`config.mk`:
```
export PLATFORM = sky130hd
export DESIGN_NAME = pmic_fault_status_mask
export DESIGN_NICKNAME = d
export VERILOG_FILES = /design/src/hdl/fault_pkg.sv /design/src/hdl/fault_gate.sv /design/src/hdl/pmic_fault_status_mask.sv
export VERILOG_INCLUDE_DIRS = /design/src /design/src/hdl
export SDC_FILE = /design/constraint.sdc
export NUM_CORES = 1
export LEC_CHECK = 0
export ABC_AREA = 1
export CORE_AREA = 5 5 96 98
export DETAILED_ROUTE_END_ITERATION = 16
export DIE_AREA = 0 0 101 103
export DONT_BUFFER_PORTS = 1
export GPL_ROUTABILITY_DRIVEN = 0
export GPL_TIMING_DRIVEN = 0
export SLEW_MARGIN = 20
export SYNTH_ARGS = -nofsm -noshare
export SYNTH_HDL_FRONTEND = slang
export SYNTH_SLANG_ARGS = --single-unit
```
`constraint.sdc`:
```
create_clock -name clk -period 2.97 [get_ports clk]
set_input_delay 0.1485 -clock clk [delete_from_list [all_inputs] [get_ports clk]]
set_output_delay 0.1485 -clock clk [all_outputs]
set_load 0.03 [all_outputs]
```
`src/hdl/fault_params.svh`:
```
`ifndef FAULT_PARAMS_SVH
`define FAULT_PARAMS_SVH
// sub-addresses of the fault registers
`define RST_MASK_ADDR    8'h0a
`define IRQ_MASK_ADDR    8'h0b
`define LIVE_STAT_ADDR   8'h0c
`define CAPT_STAT_ADDR   8'h0d
// warning config has no printed sub-address; chosen here
`define WARN_CFG_ADDR    8'h0e
// reset values
`define RST_MASK_RESET   8'hff
`define IRQ_MASK_RESET   8'h00
`define WARN_CFG_RESET   8'h00
// field positions
`define BOOST_PG_BIT     6
`define OVERTEMP_BIT     6
`define LOW_INPUT_BIT    7
`define GLOBAL_RESET_BIT 7
// warning config fields; bits 3 and 2 are not stored
`define WARN_CFG_MASK    8'hf3
`define LOW_INPUT_MSB    6
`define LOW_INPUT_LSB    4
`define OVERTEMP_MSB     1
`define OVERTEMP_LSB     0
// pushbutton timing in units of the timing element
`define PRESS_LOW_UNITS   5000
`define PRESS_PULSE_UNITS 5000
`define PRESS_WAKE_UNITS  40000
`define WAKE_ON_UNITS     500
`define HARD_RESET_UNITS  500
`define HARD_RESET_DUR    100
`endif

```
`src/hdl/fault_pkg.sv`:
```
package fault_pkg;
  // host register access request
  typedef struct packed {
    logic       wr;
    logic       rd;
    logic [7:0] addr;
    logic [7:0] wdata;
  } reg_req_t;

  // analog warning and fault inputs
  typedef struct packed {
    logic       boost_mode;
    logic       die_overtemp_warning;
    logic       low_input_warning;
    logic [6:0] regulator_power_good;
  } fault_in_t;

  // state of the fault core
  typedef struct packed {
    logic [7:0] rst_mask;
    logic [7:0] irq_mask;
    logic [7:0] warn_cfg;
    logic [7:0] captured;
    logic [7:0] rdata;
    logic       irq_active;
  } fault_state_t;
endpackage

```
`src/hdl/fault_gate.sv`:
```
`timescale 1ns/100ps
// one mask-gated fault output, low when any enabled source is bad
module fault_gate
  import fault_pkg::*;
(
  // fault sources and mask
  input  wire logic [6:0] bad,
  input  wire logic [6:0] mask,
  // gated active-low output
  output logic            out_n
);
  logic [6:0] hit;

  // one gate per power-good source
  genvar i;
  generate
    for (i = 0; i < 7; i++)
    begin : g_src
      assign hit[i] = bad[i] & mask[i];
    end
  endgenerate

  assign out_n = ~|hit;
endmodule // fault_gate

```
`src/hdl/pmic_fault_status_mask.sv`:
```
// Contract
// - reset mask resets to ff; each set bit lets its fault pull reset low.
// - interrupt mask shares that layout at its own address, resets to 00.
// - mask bit 6 counts only while the led driver is a boost regulator.
// - a low reset or interrupt output signals a fault; status tells why.
// - live status shows power-good 1 to 6 in bits 0 to 5, bits 6 and 7 zero.
// - captured status: power-good 1-6, over-temperature 6, low-input 7.
// - on the interrupt event the fault condition is stored and held.
// - the clear command clears every captured status bit; a capture in the same cycle wins.
// - a power-good bit is zero when its output is over 8 percent low.
// - both status registers ignore host writes.
// - warning config resets to zero: reset request, low-input, overtemp.
// - pushbutton intervals are fixed multiples of one timing element.
`timescale 1ns/100ps
`include "fault_params.svh"
module pmic_fault_status_mask
  import fault_pkg::*;
(
  // clock and reset
  input  wire logic       clk,
  input  wire logic       rst,
  // host register port
  input  wire reg_req_t   req,
  input  wire logic       clear_latched_faults_cmd,
  output logic [7:0]      rdata,
  // fault inputs
  input  wire fault_in_t  faults,
  // fault outputs
  output logic            fault_reset_out_n,
  output logic            fault_irq_out_n,
  // configuration outputs to analog side
  output logic            global_reset_req,
  output logic [2:0]      low_input_threshold,
  output logic [1:0]      overtemp_threshold,
  // pushbutton timing scale, in timing elements
  output logic [15:0]     press_low_interval,
  output logic [15:0]     press_status_pulse_width,
  output logic [15:0]     press_wake_interval,
  output logic [15:0]     press_hard_reset_interval,
  output logic [15:0]     hard_reset_duration
);
  // ***************************************************
  // fault gating
  // ***************************************************
  fault_state_t st_reg;
  fault_state_t st_next;
  logic [6:0]   pg_bad;
  logic [6:0]   rst_en;
  logic [6:0]   irq_en;
  logic [7:0]   live;
  logic [7:0]   snapshot;
  logic         irq_n;

  // power-good low means output over 8 percent low; fault is its inverse
  assign pg_bad = ~faults.regulator_power_good;
  // boost source is ignored unless the led driver is a boost regulator
  assign rst_en = {st_reg.rst_mask[6] & faults.boost_mode,
                   st_reg.rst_mask[5:0]};
  assign irq_en = {st_reg.irq_mask[6] & faults.boost_mode,
                   st_reg.irq_mask[5:0]};

  fault_gate u_rst_gate (
    .bad   (pg_bad),
    .mask  (rst_en),
    .out_n (fault_reset_out_n)
  );

  fault_gate u_irq_gate (
    .bad   (pg_bad),
    .mask  (irq_en),
    .out_n (irq_n)
  );

  assign fault_irq_out_n = irq_n;

  // ***************************************************
  // status views
  // ***************************************************
  // live view carries only regulators one to six
  assign live = {2'b00, faults.regulator_power_good[5:0]};
  assign snapshot = {faults.low_input_warning,
                     faults.die_overtemp_warning,
                     faults.regulator_power_good[5:0]};

  // ***************************************************
  // register state
  // ***************************************************
  // next state: host writes, capture on interrupt edge, clear command
  always_comb
  begin
    st_next = st_reg;
    st_next.irq_active = ~irq_n;
    if (req.wr)
    begin
      case (req.addr)
        `RST_MASK_ADDR: st_next.rst_mask = req.wdata;
        `IRQ_MASK_ADDR: st_next.irq_mask = req.wdata;
        `WARN_CFG_ADDR: st_next.warn_cfg = req.wdata & `WARN_CFG_MASK;
        default:        st_next.rst_mask = st_reg.rst_mask;
      endcase
    end
    // clear first so a simultaneous capture wins
    if (clear_latched_faults_cmd)
      st_next.captured = 8'h00;
    if (~irq_n && !st_reg.irq_active)
      st_next.captured = snapshot;
    if (req.rd)
    begin
      case (req.addr)
        `RST_MASK_ADDR:  st_next.rdata = st_reg.rst_mask;
        `IRQ_MASK_ADDR:  st_next.rdata = st_reg.irq_mask;
        `LIVE_STAT_ADDR: st_next.rdata = live;
        `CAPT_STAT_ADDR: st_next.rdata = st_reg.captured;
        `WARN_CFG_ADDR:  st_next.rdata = st_reg.warn_cfg;
        default:         st_next.rdata = 8'h00;
      endcase
    end
  end

  // register the whole state
  always_ff @(posedge clk or posedge rst)
  begin
    if (rst)
    begin
      st_reg.rst_mask   <= `RST_MASK_RESET;
      st_reg.irq_mask   <= `IRQ_MASK_RESET;
      st_reg.warn_cfg   <= `WARN_CFG_RESET;
      st_reg.captured   <= 8'h00;
      st_reg.rdata      <= 8'h00;
      st_reg.irq_active <= 1'b0;
    end
    else
      st_reg <= st_next;
  end

  // ***************************************************
  // outputs
  // ***************************************************
  assign rdata               = st_reg.rdata;
  assign global_reset_req    = st_reg.warn_cfg[`GLOBAL_RESET_BIT];
  assign low_input_threshold = st_reg.warn_cfg[`LOW_INPUT_MSB:`LOW_INPUT_LSB];
  assign overtemp_threshold  = st_reg.warn_cfg[`OVERTEMP_MSB:`OVERTEMP_LSB];
  // fixed multiples of the timing element
  assign press_low_interval        = 16'(`PRESS_LOW_UNITS);
  assign press_status_pulse_width  = 16'(`PRESS_PULSE_UNITS);
  assign press_wake_interval       = 16'(`PRESS_WAKE_UNITS);
  assign press_hard_reset_interval = 16'(`HARD_RESET_UNITS);
  assign hard_reset_duration       = 16'(`HARD_RESET_DUR);
endmodule // pmic_fault_status_mask

```
## After elaboration in Yosys (flattened, before gate mapping)

Index checks and enable logic that the tools add are counted.

- Equality and inequality tests: 5
- Mux-type cells: 3
- Bitwise operators: 17
- Reduce and logical (&&, ||, !) cells: 10

Operators by type and width:

| cell | count |
|---|---|
| == test 8 x 4 -> 1 bit (second input constant) | 5 |
| case mux 8 bit (5 select lines) | 1 |
| AND 1 bit | 16 |
| 2-to-1 mux 8 bit | 2 |
| OR reduction 7 bit | 2 |
| inverter 7 bit | 1 |
| AND reduction 2 bit | 3 |
| zero test 1 bit | 3 |
| nonzero test 2 bit | 1 |
| logical AND 1 bit | 1 |

- Flip-flop bits (word level): 39
- Input bits: 31
- Output and inout port bits: 96
- Word-level logic and storage cells: 41

## Longest topological paths before layout

- Word-level depth: 5
- Mapped depth: 9
- Depth with buffers taken out: 9

## Hierarchy

Synthesis repeated with hierarchy kept, for this count alone.

- Cell total of the unflattened synthesis: 367
- Area, all modules: 2767.7 sq um

By module, submodules not included:

| module | times used | cells each | area each (sq um) | seq. area each (sq um) |
|---|---|---|---|---|
| pmic_fault_status_mask | 1 | 339 | 2655.0 | 985.9 |
| fault_gate | 2 | 14 | 56.3 | 0.0 |

## Least setup slack after synthesis

OpenSTA, ideal clock, no wires.

- Path type: reg-to-output
- From: reg st_reg, in the netlist rst_en[2]
- To: out fault_reset_out_n
- Arrival: 1.176 ns
- Required time: 2.822 ns
- Setup slack: 1.646 ns
- Stages on the path, launching flop included: 4
- Buffers on the path: 0
- Cell sequence: dfstp_2 -> nand2_1 -> o21ai_0 -> nor3_1

- Longest elaborated chain between the ends: 3

RTL lines:

| what | RTL line | source |
|---|---|---|
| start, declared | pmic_fault_status_mask.sv:45 | `fault_state_t st_reg;` |
| start signal, assigned | pmic_fault_status_mask.sv:133 | `st_reg <= st_next;` |
| AND 1 bit | fault_gate.sv:19 | `assign hit[i] = bad[i] & mask[i];` |
| OR reduction 7 bit | fault_gate.sv:23 | `assign out_n = ~\|hit;` |
| zero test 1 bit | fault_gate.sv:23 |  |
| end, declared | pmic_fault_status_mask.sv:29 | `output logic fault_reset_out_n,` |

No other way between the ends.

## Worst setup path after layout

Ends and elaborated chain as after synthesis.

==> results_dict.tcl <==
set metrics [dict create \
    die_h_um 103 \
    synth_seq_cells 39 \
    violations "negative hold slack" \
    p_sw_uw 482 \
    power.density_mw_per_mm2 392 \
    rsz0062_at_grt "no" \
    grt_first_pass_wirelength_um 9890 \
    insertion_delay_ns 0.30 \
    final_max_slew_viol_count 0 \
    layout-drive-gt1-share_pct 29.8 \
    peakVddDrop_uv 310 \
    die_w_um 101 \
    cts_tree "done" \
    routedWlPerCell_um 11.4 \
    ant_nets 0 \
    ys_async_sr_fraction_pct 100 \
    worst_setup_path_end_kind "primary output" \
    post-cts-setup-buffers 0 \
    dp_hpwl_um 5350 \
    drt_iter0_markers 73 \
    synth_area_mm2 0.00281 \
    internal_power_uw 871 \
    num_io_pins 127 \
    path_clk_slew_ns 0.08 \
    critical_path_required_ns 2.82 \
    hold_ws_ns -0.000554 \
    crit_fanout 3 \
    placed_area_mm2 0.00326 \
    worstPathArrival_ns 1.70 \
    initial_core_util_pct 33.5 \
    status "complete, but fails checks" \
    seqPwrFrac_pct 44.6 \
    root_buffer "clkbuf_8" \
    ys_seq_area_share_pct 35.1 \
    p_sw_share_pct 35.6 \
    grt_max_degree 23 \
    synth.distinct_cells 26 \
    p_total_mw 1.35 \
    drcViolationCount 0 \
    hold_path_class "input port to flop" \
    viasPerCell 3.93 \
    max_freq_mhz 540 \
    dr.pass1.iters 4 \
    cp-start-kind "flop" \
    synth_edf_count 0 \
    yosysWarnings 0 \
    wirelength_um 6430 \
    n_antenna_cell 0 \
    yosysMostFrequentCell "buf_4" \
    max_slew_margin_pct 31.2 \
    comb_power_share_pct 28.9 \
    yosysTopAreaCell "dfrtp_1" \
    syn_to_final_growth_pct 23.2 \
    period_needed_ns 1.85 \
    p_leak_nw 1.87 \
    rows 34 \
    design_area_mm2 0.00346 \
    cts.sinks 39 \
    first_global_vias 2022 \
    worstMarginPinSlew_ns 1.02 \
    dieArea_mm2 0.0104 \
    io_buffers 0 \
    fin_worst_skew_ns 0.00303 \
    cap_violations 0 \
    syn_inst 359 \
    setup_viol 0 \
    core_region_area_mm2 0.00838 \
    antenna_found_initial 0 \
    finalHoldViolations 1 \
    ys.flop_type "dfrtp_1" \
    largest_register_ffs 13 \
    synth_common_cells "buf_4, nand2_1, nand3_1, inv_1, dfrtp_1" \
    synth_area_leaders "dfrtp_1, buf_4, nand2_1, nand3_1, dfstp_2" \
    nFillCells 891 \
    synth.top_cell.area_share_pct 27.7 \
    pwr-share-clk_pct 26.5 \
    htree_levels 2 \
    num_vias 2219 \
    nets 487 \
    clockBufferDepth 2 \
    avgSynthCellArea_um2 7.81 \
    final.setup.tns_ns 0 \
    overflow 0 \
    cts_made_buffers 5 \
    crit_type "flop to primary output" \
    grt_usage_pct 12.1 \
    fin_crit_sh_pct 62.3 \
]
-- critical path, stage by stage (launching register included) --
cell	delay, ns
dfstp_2	0.38
nand2_1	0.06
o21ai_0	0.11
nor3_1	0.85
-- power groups by stage --
stage / registers (mW) / clock network (mW) / logic [mW]
floorplan: 0.604 / 0 / 0.347
global route: 0.609 / 0.395 / 0.424
detailed placement: 0.613 / 0 / 0.377
CTS: 0.604 / 0.367 / 0.389
global placement: 0.612 / 0 / 0.369
finish: 0.604 / 0.359 / 0.391
-- cells by family (layout without fill, tap and decap cells) --
kind of cell / count (synthesis) / count (layout) / share of synthesized area [%]
simple gates: 147 / 147 / 24.8
buf+inv: 136 / 156 / 31.9
flops: 39 / 39 / 35.1
compound gates: 35 / 35 / 7.85
other cells: 2 / 80 / 0.268
-- layout by cell type (no fill, tap or decap), drive strengths merged, types with 4 or more instances in the layout --
master	netlist	final
buf	100	101
o21a	6	6
dfrtp	31	31
nand3	46	46
clkbuf	1	7
o21ai	24	24
nor2	20	20
dfstp	8	8
inv	35	35
conb	2	80
dlygate4sd3	0	11
a21oi	4	4
nand2	75	75
nand4	4	4
-- routing by layer --
layer	global-route usage, %	vias to the layer above	wire, um
met5	0	-	0
met4	3.27	0	80
met3	3.32	7	630
met2	21.6	89	3090
met1	14.3	961	2630
li1	-	1162	-
-- timing repair --
action,in CTS,in global routing
hold buffers,10,1
endpoints found under the hold margin,25,1
resized for setup,0,0
-- worst paths after layout --
path | from | to | slack (ns) | cells past startpoint
worst max-delay path | rst_en[2] | fault_reset_out_n | 1.12 | 3
worst min-delay path | req[6] | st_reg[39] | -0.0006 | 2
worst max register to register | irq_en[3] | st_reg[9] | 1.64 | 8
worst min register to register | rdata[2] | rdata[2] | 0.48 | 2
max in group asynchronous | rst | rst_en[3] | 2.13 | 3
min in group asynchronous | rst | st_reg[10] | 0.31 | 2
-- stage by stage --
step,setup slack [ns],util (%),cells
4_1_cts,1.10,41.1,564
5_1_grt,1.04,41.2,565
6_report,1.12,41.2,565
2_1_floorplan,1.65,-,437
3_5_place_dp,1.42,38.9,546
3_3_place_gp,1.46,38.6,545
-- area by class of cell --
type	count	area, um^2	area share [%]
multi-input cells	262	1220	35.2
flip-flops and latches	39	986	28.5
plain buffers	101	763	22.1
repair buffers	12	138	3.98
well taps	108	135	3.91
inverters	35	131	3.80
clock buffers	6	72.6	2.10
clock inverters	2	12.5	0.362
No activity file was read; power rests on OpenSTA's default activity.
